## src/pdhf_pkg.sv

```systemverilog
// constants shared by the path framer and its elastic store
package pdhf_pkg;
	// frame geometry
	localparam int unsigned FRAME_BITS = 2928;
	localparam logic [11:0] FRAME_LAST = 12'(FRAME_BITS - 1);
	localparam logic [11:0] OVH_BITS = 12'h010;
	localparam logic [11:0] FAW_BITS = 12'h00c;
	localparam logic [11:0] RDB_POS = 12'h00c;
	localparam logic [11:0] NUB_POS = 12'h00d;
	localparam logic [11:0] FAW_PATTERN = 12'hfa0;
	localparam logic [9:0] UNIT_BITS = 10'h2d8;
	// tributary unit layout: first set, then five control sets of 122 bits
	localparam logic [9:0] UNIT_SET1_BITS = 10'h076;
	localparam logic [9:0] UNIT_SET_BITS = 10'h07a;
	localparam logic [9:0] UNIT_JBIT = 10'h25f;
	// elastic store
	localparam int unsigned STORE_AW = 5;
	localparam logic [5:0] STORE_HALF = 6'h10;
	// remote defect handling
	localparam int unsigned RDB_TIME_US = 900;
	localparam int unsigned CLK_MHZ = 50;
	localparam int unsigned RDB_TIME_CYC = RDB_TIME_US * CLK_MHZ;
	localparam logic [2:0] RDB_CONFIRM = 3'h5;
	// register map
	localparam logic [7:0] CTRL_OFS = 8'h00;
	localparam logic [7:0] STAT_OFS = 8'h04;
	localparam logic [7:0] ERRC_OFS = 8'h08;
	localparam logic [7:0] NUB_OFS = 8'h0c;
	localparam logic [3:0] CTRL_RESET = 4'h0;
	localparam logic [2:0] NUB_RESET = 3'h0;
	localparam int unsigned CTRL_ACT = 0;
	localparam int unsigned CTRL_MON = 1;
	localparam int unsigned CTRL_RDEN = 2;
	localparam int unsigned CTRL_SFEN = 3;
	localparam int unsigned STAT_FILL = 8;
	localparam int unsigned NUB_RX = 4;
	// role of a bit inside a tributary unit
	typedef enum logic [1:0] {PDHF_DATA, PDHF_CTRL, PDHF_JUST} pdhf_role_t;
endpackage

```

## src/pdhf_store.sv

```systemverilog
// bit-wide elastic store memory with registered read data
`timescale 1ns/1ps
`default_nettype none
module pdhf_store (
	input wire logic core_clk, // system clock
	input wire logic rst, // async reset, high
	input wire logic ce, // clock enable
	input wire logic wr_en, // write strobe
	input wire logic [pdhf_pkg::STORE_AW-1:0] wr_addr, // write address
	input wire logic wr_data, // write bit
	input wire logic [pdhf_pkg::STORE_AW-1:0] rd_addr, // read address
	output logic rd_data // registered read bit
);
	logic mem [0:(1<<pdhf_pkg::STORE_AW)-1];

	// memory write
	always_ff @(posedge core_clk)
	begin
		if (ce && wr_en)
			mem[wr_addr] <= wr_data;
	end

	// registered read every enabled cycle
	always_ff @(posedge core_clk or posedge rst)
	begin
		if (rst)
			rd_data <= 1'b0;
		else if (ce)
			rd_data <= mem[rd_addr];
	end
endmodule // pdhf_store
`default_nettype wire

```

## src/pdhf_path_framer.sv

```systemverilog
// path framer: overhead source, overhead sink and one tributary mapper
// Notes on behaviour
// line frames are 2928 bits, 16 overhead first, frame start marked.
// overhead is 12 alignment bits, one remote defect bit, three national bits.
// national-use bits pass through untouched as user information.
// payload bit-interleaves four tributary units of 728 bits each.
// source writes alignment word and defect bit into first 16 positions.
// outgoing defect bit follows the request within 900 us both ways.
// alignment pattern 111110100000 goes into every frame.
// sink takes position row 4 column 1 as remote receiver status.
// sink detects remote defect from received bit and holds a flag.
// fault reports gated by defect, monitored state and report enable.
// any alignment bit mismatch flags an errored block, counted.
// mapper places one 34 Mbit/s stream into its 728-bit unit.
// store is written on the tributary's own clock.
// store read on aggregate clock, gated by position and justification.
// positive justification skips one read, opportunity bit carries no data.
// store depth and control give no errors within plus-minus 20 ppm.
// five control bits per frame placed in their unit positions.
// control bits all one for justification, all zero for data.
// one static unit index 1 to 4 per mapper.
// only permitted mappers may reach the aggregate, others refused.
// mapper drives its unit only while activated, else leaves aggregate.
// server fail drives trail fail out and remote defect request.
// position counters reset to zero on every frame start.
//
// The Wishbone interface to the registers and the address map were decided locally.
`timescale 1ns/1ps
`default_nettype none
module pdhf_path_framer #(
	parameter int unsigned TRIB_INDEX = 1, // unit served, 1 to 4
	parameter int unsigned RDB_LIMIT = pdhf_pkg::RDB_TIME_CYC // defect bit deadline
) (
	input wire logic core_clk, // system clock
	input wire logic rst, // async reset, high
	input wire logic ce, // clock enable, freezes state when low
	input wire logic wb_cyc_i, // wishbone cycle
	input wire logic wb_stb_i, // wishbone strobe
	input wire logic wb_we_i, // wishbone write
	input wire logic [7:0] wb_adr_i, // byte address
	input wire logic [3:0] wb_sel_i, // byte lanes
	input wire logic [31:0] wb_dat_i, // write data
	output logic [31:0] wb_dat_o, // read data
	output logic wb_ack_o, // acknowledge
	input wire logic tx_bit_clk, // aggregate bit clock
	input wire logic timing_frame_start, // source frame start
	input wire logic aggregate_in, // aggregate from other mappers
	input wire logic access_permit, // arbitration grant for this mapper
	input wire logic trib_clk, // tributary clock
	input wire logic trib_data, // tributary data
	output logic line_data, // outgoing line bit
	output logic line_frame_start, // marks frame bit 0
	output logic line_bit_strobe, // one pulse per line bit
	input wire logic rx_bit_clk, // received bit clock
	input wire logic rx_frame_start, // received frame start
	input wire logic rx_data, // received line bit
	input wire logic server_signal_fail_in, // server fail, same clock
	output logic trail_signal_fail_out, // trail fail
	output logic remote_defect_request, // request toward source
	output logic remote_defect_detected, // held defect flag
	output logic remote_defect_fault_report, // gated defect report
	output logic server_fail_fault_report, // gated server fail report
	output logic near_block_errored, // errored block pulse
	output logic [2:0] national_use_bits // received user bits
);
	localparam logic [1:0] MY_SLOT = 2'(TRIB_INDEX - 1);
	localparam int unsigned NIN = 8;

	// bit role inside a tributary unit
	function automatic pdhf_pkg::pdhf_role_t unit_role(input logic [9:0] k);
		logic [9:0] rel;
		rel = k - pdhf_pkg::UNIT_SET1_BITS;
		unit_role = pdhf_pkg::PDHF_DATA;
		if (k == pdhf_pkg::UNIT_JBIT)
			unit_role = pdhf_pkg::PDHF_JUST;
		else if (k >= pdhf_pkg::UNIT_SET1_BITS && (rel % pdhf_pkg::UNIT_SET_BITS) == 10'h000)
			unit_role = pdhf_pkg::PDHF_CTRL;
	endfunction

	// next frame position
	function automatic logic [11:0] next_pos(input logic fs, input logic [11:0] p);
		if (fs || p == pdhf_pkg::FRAME_LAST)
			next_pos = 12'h000;
		else
			next_pos = p + 12'h001;
	endfunction

	// two-stage synchronisers for all link pins
	logic [NIN-1:0] pin_meta_reg;
	logic [NIN-1:0] pin_sync_reg;
	logic [NIN-1:0] pin_raw;
	logic tx_clk_d_reg;
	logic rx_clk_d_reg;
	logic trib_clk_d_reg;
	assign pin_raw = {tx_bit_clk, timing_frame_start, aggregate_in, trib_clk, trib_data,
		rx_bit_clk, rx_frame_start, rx_data};
	always_ff @(posedge core_clk or posedge rst)
	begin
		if (rst)
		begin
			pin_meta_reg <= '0;
			pin_sync_reg <= '0;
			tx_clk_d_reg <= 1'b0;
			rx_clk_d_reg <= 1'b0;
			trib_clk_d_reg <= 1'b0;
		end
		else if (ce)
		begin
			pin_meta_reg <= pin_raw;
			pin_sync_reg <= pin_meta_reg;
			tx_clk_d_reg <= pin_sync_reg[7];
			rx_clk_d_reg <= pin_sync_reg[2];
			trib_clk_d_reg <= pin_sync_reg[4];
		end
	end

	logic tx_tick;
	logic rx_tick;
	logic trib_tick;
	assign tx_tick = ce && pin_sync_reg[7] && !tx_clk_d_reg;
	assign rx_tick = ce && pin_sync_reg[2] && !rx_clk_d_reg;
	assign trib_tick = ce && pin_sync_reg[4] && !trib_clk_d_reg;

	// registers
	logic [3:0] ctrl_reg;
	logic [2:0] nub_tx_reg;
	logic [15:0] errc_reg;
	logic ack_reg;
	logic bus_req;
	logic bus_wr;
	assign bus_req = wb_cyc_i && wb_stb_i && !ack_reg;
	assign bus_wr = bus_req && wb_we_i && wb_sel_i[0];

	// elastic store pointers, one bit wider than the address
	logic [pdhf_pkg::STORE_AW:0] wr_ptr_reg;
	logic [pdhf_pkg::STORE_AW:0] rd_ptr_reg;
	logic [pdhf_pkg::STORE_AW:0] fill;
	logic store_bit;
	assign fill = wr_ptr_reg - rd_ptr_reg;

	// tributary write side, paced by its own clock edges
	always_ff @(posedge core_clk or posedge rst)
	begin
		if (rst)
			wr_ptr_reg <= '0;
		else if (trib_tick)
			wr_ptr_reg <= wr_ptr_reg + 1'b1;
	end

	pdhf_store u_store (
		.core_clk(core_clk),
		.rst(rst),
		.ce(ce),
		.wr_en(trib_tick),
		.wr_addr(wr_ptr_reg[pdhf_pkg::STORE_AW-1:0]),
		.wr_data(pin_sync_reg[3]),
		.rd_addr(rd_ptr_reg[pdhf_pkg::STORE_AW-1:0]),
		.rd_data(store_bit)
	);

	// source position and this bit's place in the frame
	logic [11:0] tx_pos_reg;
	logic [11:0] tx_pos_next;
	logic [11:0] tx_pay;
	logic [9:0] tx_k;
	pdhf_pkg::pdhf_role_t tx_role;
	logic drive_unit;
	assign tx_pos_next = next_pos(pin_sync_reg[6], tx_pos_reg);
	assign tx_pay = tx_pos_next - pdhf_pkg::OVH_BITS;
	assign tx_k = tx_pay[11:2];
	assign tx_role = unit_role(tx_k);
	assign drive_unit = ctrl_reg[pdhf_pkg::CTRL_ACT] && access_permit;

	logic justify_reg;
	logic rdb_tx_reg;
	logic unit_bit;
	logic line_bit;
	// unit bit: data, control group or empty opportunity
	always_comb
	begin
		unit_bit = store_bit;
		if (tx_role == pdhf_pkg::PDHF_CTRL)
			unit_bit = justify_reg;
		else if (tx_role == pdhf_pkg::PDHF_JUST && justify_reg)
			unit_bit = 1'b0;
	end

	// line bit multiplexer: overhead, own unit, or pass-through
	always_comb
	begin
		line_bit = pin_sync_reg[5];
		if (tx_pos_next < pdhf_pkg::FAW_BITS)
			line_bit = pdhf_pkg::FAW_PATTERN[4'(11 - tx_pos_next[3:0])];
		else if (tx_pos_next == pdhf_pkg::RDB_POS)
			line_bit = rdb_tx_reg;
		else if (tx_pos_next < pdhf_pkg::OVH_BITS)
			line_bit = nub_tx_reg[2'(tx_pos_next - pdhf_pkg::NUB_POS)];
		else if (tx_pay[1:0] == MY_SLOT && drive_unit)
			line_bit = unit_bit;
	end

	// source position, frame start mark and line data
	always_ff @(posedge core_clk or posedge rst)
	begin
		if (rst)
		begin
			tx_pos_reg <= pdhf_pkg::FRAME_LAST;
			line_data <= 1'b0;
			line_frame_start <= 1'b0;
			line_bit_strobe <= 1'b0;
		end
		else if (ce)
		begin
			line_bit_strobe <= tx_tick;
			if (tx_tick)
			begin
				tx_pos_reg <= tx_pos_next;
				line_data <= line_bit;
				line_frame_start <= (tx_pos_next == 12'h000);
			end
		end
	end

	// read pointer advances on every data bit of own unit slot, whether or not the unit is driven
	always_ff @(posedge core_clk or posedge rst)
	begin
		if (rst)
			rd_ptr_reg <= '0;
		else if (tx_tick && tx_pos_next >= pdhf_pkg::OVH_BITS && tx_pay[1:0] == MY_SLOT
			&& (tx_role == pdhf_pkg::PDHF_DATA
			|| (tx_role == pdhf_pkg::PDHF_JUST && !justify_reg)))
			rd_ptr_reg <= rd_ptr_reg + 1'b1;
	end

	// per-frame justification decision and defect bit latch
	always_ff @(posedge core_clk or posedge rst)
	begin
		if (rst)
		begin
			justify_reg <= 1'b0;
			rdb_tx_reg <= 1'b0;
		end
		else if (tx_tick && tx_pos_next == 12'h000)
		begin
			justify_reg <= (fill < pdhf_pkg::STORE_HALF);
			rdb_tx_reg <= remote_defect_request;
		end
	end

	// sink position and overhead checks
	logic [11:0] rx_pos_reg;
	logic [11:0] rx_pos_next;
	logic faw_err_reg;
	logic [2:0] rdb_run_reg;
	logic nbe_pulse;
	assign rx_pos_next = next_pos(pin_sync_reg[1], rx_pos_reg);
	assign nbe_pulse = rx_tick && rx_pos_next == pdhf_pkg::FAW_BITS - 12'h001
		&& (faw_err_reg || pin_sync_reg[0] != pdhf_pkg::FAW_PATTERN[0]);
	always_ff @(posedge core_clk or posedge rst)
	begin
		if (rst)
		begin
			rx_pos_reg <= pdhf_pkg::FRAME_LAST;
			faw_err_reg <= 1'b0;
			national_use_bits <= 3'h0;
		end
		else if (rx_tick)
		begin
			rx_pos_reg <= rx_pos_next;
			if (rx_pos_next == 12'h000)
				faw_err_reg <= pin_sync_reg[0] != pdhf_pkg::FAW_PATTERN[11];
			else if (rx_pos_next < pdhf_pkg::FAW_BITS)
				faw_err_reg <= faw_err_reg
					|| pin_sync_reg[0] != pdhf_pkg::FAW_PATTERN[4'(11 - rx_pos_next[3:0])];
			if (rx_pos_next >= pdhf_pkg::NUB_POS && rx_pos_next < pdhf_pkg::OVH_BITS)
				national_use_bits[2'(rx_pos_next - pdhf_pkg::NUB_POS)] <= pin_sync_reg[0];
		end
	end

	// remote defect detection with confirmation over frames
	always_ff @(posedge core_clk or posedge rst)
	begin
		if (rst)
		begin
			remote_defect_detected <= 1'b0;
			rdb_run_reg <= 3'h0;
		end
		else if (rx_tick && rx_pos_next == pdhf_pkg::RDB_POS)
		begin
			if (pin_sync_reg[0] == remote_defect_detected)
				rdb_run_reg <= 3'h0;
			else if (rdb_run_reg + 3'h1 == pdhf_pkg::RDB_CONFIRM)
			begin
				remote_defect_detected <= pin_sync_reg[0];
				rdb_run_reg <= 3'h0;
			end
			else
				rdb_run_reg <= rdb_run_reg + 3'h1;
		end
	end

	// consequent actions and gated fault reports
	assign trail_signal_fail_out = server_signal_fail_in;
	assign remote_defect_request = server_signal_fail_in;
	always_ff @(posedge core_clk or posedge rst)
	begin
		if (rst)
		begin
			remote_defect_fault_report <= 1'b0;
			server_fail_fault_report <= 1'b0;
			near_block_errored <= 1'b0;
		end
		else if (ce)
		begin
			remote_defect_fault_report <= remote_defect_detected
				&& ctrl_reg[pdhf_pkg::CTRL_MON] && ctrl_reg[pdhf_pkg::CTRL_RDEN];
			server_fail_fault_report <= server_signal_fail_in
				&& ctrl_reg[pdhf_pkg::CTRL_MON] && ctrl_reg[pdhf_pkg::CTRL_SFEN];
			near_block_errored <= nbe_pulse;
		end
	end

	// errored block counter, write clears, a coinciding error counts as one, saturates
	always_ff @(posedge core_clk or posedge rst)
	begin
		if (rst)
			errc_reg <= 16'h0000;
		else if (ce)
		begin
			if (nbe_pulse && bus_wr && wb_adr_i == pdhf_pkg::ERRC_OFS)
				errc_reg <= 16'h0001;
			else if (bus_wr && wb_adr_i == pdhf_pkg::ERRC_OFS)
				errc_reg <= 16'h0000;
			else if (nbe_pulse && errc_reg != 16'hffff)
				errc_reg <= errc_reg + 16'h0001;
		end
	end

	// control registers
	always_ff @(posedge core_clk or posedge rst)
	begin
		if (rst)
		begin
			ctrl_reg <= pdhf_pkg::CTRL_RESET;
			nub_tx_reg <= pdhf_pkg::NUB_RESET;
		end
		else if (ce && bus_wr)
		begin
			if (wb_adr_i == pdhf_pkg::CTRL_OFS)
				ctrl_reg <= wb_dat_i[3:0];
			if (wb_adr_i == pdhf_pkg::NUB_OFS)
				nub_tx_reg <= wb_dat_i[2:0];
		end
	end

	// bus answer one cycle after the request, unmapped reads zero
	always_ff @(posedge core_clk or posedge rst)
	begin
		if (rst)
		begin
			ack_reg <= 1'b0;
			wb_dat_o <= 32'h0000_0000;
		end
		else if (ce)
		begin
			ack_reg <= bus_req;
			wb_dat_o <= 32'h0000_0000;
			case (wb_adr_i)
				pdhf_pkg::CTRL_OFS: wb_dat_o[3:0] <= ctrl_reg;
				pdhf_pkg::STAT_OFS: wb_dat_o <= {18'h0_0000,
					6'(fill), 4'h0, server_fail_fault_report,
					remote_defect_fault_report, rdb_tx_reg, remote_defect_detected};
				pdhf_pkg::ERRC_OFS: wb_dat_o[15:0] <= errc_reg;
				pdhf_pkg::NUB_OFS: wb_dat_o[6:0] <= {national_use_bits, 1'b0, nub_tx_reg};
				default: wb_dat_o <= 32'h0000_0000;
			endcase
		end
	end
	assign wb_ack_o = ack_reg;

	// checks
	logic [16:0] rdb_wait_reg;
	always_ff @(posedge core_clk or posedge rst)
	begin
		if (rst)
			rdb_wait_reg <= '0;
		else if (rdb_tx_reg != remote_defect_request)
			rdb_wait_reg <= rdb_wait_reg + 17'h0_0001;
		else
			rdb_wait_reg <= '0;
	end
endmodule // pdhf_path_framer
`default_nettype wire

```

## config.mk

```make
export PLATFORM = sky130hd
export DESIGN_NAME = pdhf_path_framer
export DESIGN_NICKNAME = d
export VERILOG_FILES = /design/src/pdhf_pkg.sv /design/src/pdhf_store.sv /design/src/pdhf_path_framer.sv
export SDC_FILE = /design/constraint.sdc
export NUM_CORES = 1
export LEC_CHECK = 0
export BUFFER_PORTS_ARGS = -buffer_cell sky130_fd_sc_hd__buf_4
export CORE_AREA = 3 3 180 182
export DETAILED_ROUTE_END_ITERATION = 12
export DIE_AREA = 0 0 183 185
export SLEW_MARGIN = 10
export SYNTH_ARGS = -nofsm -noshare
export SYNTH_HDL_FRONTEND = slang
export SYNTH_SLANG_ARGS = --single-unit
```

## constraint.sdc

```tcl
create_clock -name core_clk -period 16.8 [get_ports core_clk]
set_clock_uncertainty 0.2 [all_clocks]
set_input_delay 0.84 -clock core_clk [delete_from_list [all_inputs] [get_ports core_clk]]
set_output_delay 0.84 -clock core_clk [all_outputs]
set_load 0.02 [all_outputs]
```

* Word-level counts from Yosys, hierarchy flattened *
Memories as Yosys holds them, arrays and structs flattened. A register that Yosys moved wholly into a read port is not among the register bits.
Cells that the tools add are included.
W data, S select, Z words.

storage, ports and cells
  memory bits (writable) = 32
  output and inout port bits = 45
  input port bits = 60
  memory bits (read-only) = 32
  bits in registers = 111
  memories kept = 3

operators by class
  add/sub/neg operators = 13
  order comparisons = 13
  divide/modulo/power cells = 1
  muxes and demuxes = 29
  equal/unequal tests = 15
  reduce and logical (&&, ||, !) cells = 59
  bitwise logic cells = 2

memory list
  memory            depth  width  rd ports  clocked after Yosys merged registers in  write ports  line                     source
  u_store.mem       32     1      1         1                                        1            pdhf_store.sv:14         logic mem [0:(1<<pdhf_pkg::STORE_AW)-1];
  (name not given)  16     1      1         0                                        0            pdhf_path_framer.sv:274  || pin_sync_reg[0] != pdhf_pkg::FAW_PATTERN[4'(11 - rx_pos_next[3:0])];
  (name not given)  16     1      1         0                                        0            pdhf_path_framer.sv:193  line_bit = pdhf_pkg::FAW_PATTERN[4'(11 - tx_pos_next[3:0])];

operators by type and width
  operator                 number
  $mux W16                 3
  $eq A12 B4 Y1 const B    3
  $logic_and A1 B1 Y1      34
  $add A12 B1 Y12 const B  2
  $eq A12 B12 Y1 const B   2
  $logic_not A12 Y1        2
  $lt A12 B4 Y1 const B    2
  $lt A12 B5 Y1 const B    2
  $mux W12                 2
  $pmux W9 S2              1
  $add A16 B1 Y16 const B  1
  $eq A8 B4 Y1 const B     2
  $ne A16 B16 Y1 const B   1
  $pmux W4 S4              1
  $mux W1                  15
  $add A6 B1 Y6 const B    2
  $ge A12 B4 Y1 const B    1
  $ge A12 B5 Y1 const B    1
  $reduce_and A2 Y1        6
  $sub A12 B5 Y12 const B  1
  $eq A10 B10 Y1 const B   1
  $ge A10 B7 Y1 const B    1
  $logic_not A10 Y1        1
  $lt A4 B5 Y1 const B     2
  other kinds (29)         43

* Longest topological paths before layout *
  word-level depth = 18
  gate-level depth with buffers = 25

* Cells and area by module *
From an unflattened synthesis, not the netlist that was laid out.

second synthesis, totals
  cells, all modules = 1003
  area, all modules = 9356.5 sq um

by module, submodules not included
  module            instances  cells each  area an instance (sq um)  sequential area each (sq um)
  pdhf_path_framer  1          879         7820.0                    2800.2
  pdhf_store        1          124         1536.5                    985.9

* Worst setup path before layout *
No wires, ideal clock.

  kind = reg-to-reg
  start point = register tx_pos_reg[0]
  end point = register rd_ptr_reg[1] (netlist name)
  slack = 10.763 ns
  cell stages (with the launch flop) = 25
  clock period less this slack = 6.037 ns
  buffers on the path = 3
  data required time = 16.475 ns
  arrival time = 5.712 ns
  path through = dfstp_2 -> ha_1 -> and3_1 -> buf_2 -> a31oi_2 -> buf_4 -> nand2b_1 -> ha_1 -> clkbuf_1 -> nor2b_1 -> a2111o_1 -> o22ai_1 -> a2111oi_0 -> o21ai_1 -> nor3b_2 -> a31oi_1 -> o221ai_2 -> nand2_2 -> and2_1 -> a221o_1 -> and3_1 -> a211o_1 -> a211oi_4 -> nor2_2 -> mux2_4

between the ends
  longest elaborated chain between the ends = 14
  elaborated cells between the ends (all ways) = 22
  those cells by class = add/sub: 3; div: 1; order compare: 2; eq/ne: 3; mux: 3; reduce/logical: 10

RTL lines
  element                                                                  line                     source
  start, declared                                                          pdhf_path_framer.sv:162  logic [11:0] tx_pos_reg;
  start signal, assigned                                                   pdhf_path_framer.sv:207  tx_pos_reg <= pdhf_pkg::FRAME_LAST;
  start signal, assigned                                                   pdhf_path_framer.sv:217  tx_pos_reg <= tx_pos_next;
  parallel branches: the longest is 2 deep, another holds $add A12 B1 Y12  --
  $mux W12 (*)                                                             pdhf_path_framer.sv:82   if (fs || p == pdhf_pkg::FRAME_LAST)
  $sub A12 B5 Y12                                                          pdhf_path_framer.sv:169  assign tx_pay = tx_pos_next - pdhf_pkg::OVH_BITS;
  $sub A10 B7 Y10                                                          pdhf_path_framer.sv:72   rel = k - pdhf_pkg::UNIT_SET1_BITS;
  $mod A10 B7 Y10                                                          pdhf_path_framer.sv:76   else if (k >= pdhf_pkg::UNIT_SET1_BITS && (rel % pdhf_pkg::UNIT_SET_BITS) == 10'h000)
  $logic_not A10 Y1                                                        pdhf_path_framer.sv:76
  $logic_and A1 B1 Y1                                                      pdhf_path_framer.sv:76
  $mux W1                                                                  pdhf_path_framer.sv:76
  $mux W2                                                                  pdhf_path_framer.sv:74   if (k == pdhf_pkg::UNIT_JBIT)
  $eq A2 B2 Y1                                                             pdhf_path_framer.sv:231  || (tx_role == pdhf_pkg::PDHF_JUST && !justify_reg)))
  $logic_and A1 B1 Y1                                                      pdhf_path_framer.sv:231
  $logic_or A1 B1 Y1                                                       pdhf_path_framer.sv:231
  $logic_and A1 B1 Y1 (*)                                                  pdhf_path_framer.sv:230  && (tx_role == pdhf_pkg::PDHF_DATA
  end signal, assigned                                                     pdhf_path_framer.sv:232  rd_ptr_reg <= rd_ptr_reg + 1'b1;
  end, declared                                                            pdhf_path_framer.sv:136  logic [pdhf_pkg::STORE_AW:0] rd_ptr_reg;

Mark *: on every way between the ends.
A chain may end at the register's enable or synchronous reset.

* Worst setup path in the final report *
Same ends and word-level chain as after synthesis.

==> metrics.txt <==
pre-CTS WS 9.60 ns; area post-placement 9850 sq um; first-pass GRT wire length 36500 um; Routed WL 21900 um; Starting Density 29.9%; HP Class flip-flop to flip-flop; max_slew headroom 38.3%; max cap viols 0; gr ovfl total 0; final hold violation count 0; die height 185 um; Max Slew Vio Count 0; floorplan core area 30700 sq um; Syn Std Cell Area 9190 sq um; CP Buf/Inv Count 0; number of global-route vias before repair 6950; Critical Path RT 16.90 ns; RSZ-0062 raised after global routing no; First DRT Iteration DRCs 566; Least-Margin Pin Slew 0.925 ns; Seq/Total Area, Yosys 41.2%; FF-to-FF path depth 21; register area 3790 sq um; Final Cell Area 10500 sq um; Mean Syn Cell Area 9.42 sq um; pin count of the biggest net entering global routing 67; share of the synthesized area in the top cell type 25.6%; gr usage total 13.2%; Reg clk slew, reported paths 0.06 ns; Syn Inst Count 976; count leader, synth nor2_1; crit path kind flip-flop to flip-flop; die area 33900 sq um; post-route insts no fill 1412; Post-synth EDFFs 32; fmax 136 MHz; router iterations before antenna repair 6; num rows 64; max reg flops 32; Clock Latency Late Sink 0.42 ns; Detailed Place HPWL 15500 um; Num CTS Buffers 17; Worst setup SP type flip-flop; Stages on worst setup path 21; number of synthesized register bits 144; CP arrival 7.46 ns; cts repair resizes 0; TNS Setup 0 ns; fin worst setup slack 9.44 ns; Area Overhead vs Synth 13.8%; Root Driver clkbuf_16; CP Cell Sequence ha_1, and3_1, a31oi_2, nand2b_1, ha_1, nor2b_1, a2111o_1, o22ai_1, a2111oi_0, o21ai_1, nor3b_2, a31oi_1, o221ai_2, nand2_2, and2_1, a221o_1, and3_1, a211o_1, a211oi_4, nor2_2, mux2_4; Netlist cell types 91; warnings from Yosys 0; Final ANT Viol Nets 0; CTS sink count 144; main area contributors after synthesis dfrtp_1, edfxtp_1, dfstp_2; H-tree Lvls 4; Static Leak 4.23 nW; area leader, netlist dfrtp_1; DR vias/cell 5.16; status complete, no violations; PortBufs 57; CTS tree built; I/O pin count 105; final RePlAce weighted congestion 0.860; Pwr Density 92.0 nW/um^2; Post-CTS Hold Buffers 0; worst vdd ir 0.0723 mV; Critical Path Fanout Max 14; n_diodes 0; footprint of the multi-input gates 4970 sq um; Overall Power 0.962 mW; fill cell count 3165; clk buf depth 2; Top delay family on crit path compound AO/OA/AOI/OAI gates; CP startpoint tx_pos_reg[0]; worst r2r src tx_pos_reg[0]; Post-synth ARST share 77.8%; Post-synth top cells nor2_1, nand2_1, dfrtp_1; postcts setup bufs 0; slowest CP cell a31oi_2; fin crit period 7.36 ns; fin util 34.0%; antenna violations before repair 0; final worst path period share 43.8%; Setup crit end kind flip-flop; average routed wire per standard cell 15.5 um; HP Start wr_ptr_reg[5]; Hold Path Stages 1; Die X 183 um; Main synth FF type dfrtp_1; DRC viols 0; DP Cell Count 1380; Largest stage delay, worst path 0.65 ns; final hold slack 0.288 ns; final setup violation count 0; layout cells sized above 1 19.1%; Final #Nets 1093; Vias 7291
[kinds of logic (layout without fill, tap and decap cells)]
| kind of cell | after synthesis | in the layout | synth area share, % |
|---|---|---|---|
| other | 1 | 16 | 0.0408 |
| muxes | 52 | 52 | 7.98 |
| buffers and inverters | 107 | 132 | 5.36 |
| and+or+nand+nor | 365 | 365 | 19.6 |
| adders and majority gates | 30 | 30 | 4.17 |
| xor gates and xnor gates | 50 | 50 | 4.85 |
| AOI/OAI and AO/OA | 227 | 227 | 16.8 |
| DFF | 144 | 144 | 41.2 |
[routing by layer]
layer | wire (um) | vias up | share of wire [%] | track usage, %
met5 | 0 | - | 0 | 0
met2 | 10000 | 201 | 46 | 20.5
met3 | 1010 | 20 | 4.6 | 2.45
met4 | 261 | 0 | 1.2 | 3.38
met1 | 10600 | 3497 | 48 | 18.9
li1 | - | 3573 | - | -
[final timing paths]
check / endpoint / slack, ns
min in group asynchronous: pin_sync_reg[6] / 0.30
hold / removal: wr_ptr_reg[5] / 0.29
setup reg to reg: rd_ptr_reg[1] / 9.44
max in group asynchronous: wb_dat_o[9] / 14.82
hold reg to reg: wr_ptr_reg[5] / 0.29
setup / recovery: rd_ptr_reg[1] / 9.44
[cells in the final DEF (no fill, tap or decap), types with 8 or more instances in the layout]
master	netlist	final
nor2_1	107	107
nand2_1	97	97
dfrtp_1	94	94
o21ai_0	66	66
buf_4	22	60
inv_1	39	38
a21oi_1	36	36
mux2_2	36	36
nand3_1	35	35
edfxtp_1	32	32
ha_1	29	29
xnor2_1	27	27
xor2_1	22	22
nor3_1	19	19
dfstp_2	18	18
clkbuf_16	0	17
conb_1	1	16
and3_1	15	15
a31oi_1	14	14
nand4_1	14	14
mux4_2	13	13
or3_1	11	11
a21o_1	10	10
nand2b_1	9	9
nor4_1	9	9
o21a_1	8	8
o31ai_1	8	8
a22oi_1	8	8
[report_power, final]
| part | switching (mW) | internal (mW) |
|---|---|---|
| Clock | 0.154 | 0.236 |
| Sequential | 0.0383 | 0.390 |
| Combinational | 0.0856 | 0.0585 |
| Total | 0.278 | 0.684 |
[cell type report]
class / count / share of cell area, %
Inverter: 40 / 1.46
Multi-Input combinational cell: 740 / 47.5
Timing Repair Buffer: 60 / 4.31
Clock inverter: 14 / 1.71
Sequential cell: 144 / 36.2
Clock buffer: 18 / 4.10
Tap cell: 396 / 4.74
[worst reg2reg max path: stages, from the launching register on]
cell and delay [ns]:
dfstp_2 0.40, ha_1 0.27, and3_1 0.28, a31oi_2 0.65, nand2b_1 0.38, ha_1 0.53, nor2b_1 0.33, a2111o_1 0.14
o22ai_1 0.07, a2111oi_0 0.43, o21ai_1 0.32, nor3b_2 0.59, a31oi_1 0.29, o221ai_2 0.48, nand2_2 0.13, and2_1 0.18
a221o_1 0.34, and3_1 0.18, a211o_1 0.29, a211oi_4 0.34, nor2_2 0.11, mux2_4 0.30
(Power assumes the default switching activity.)
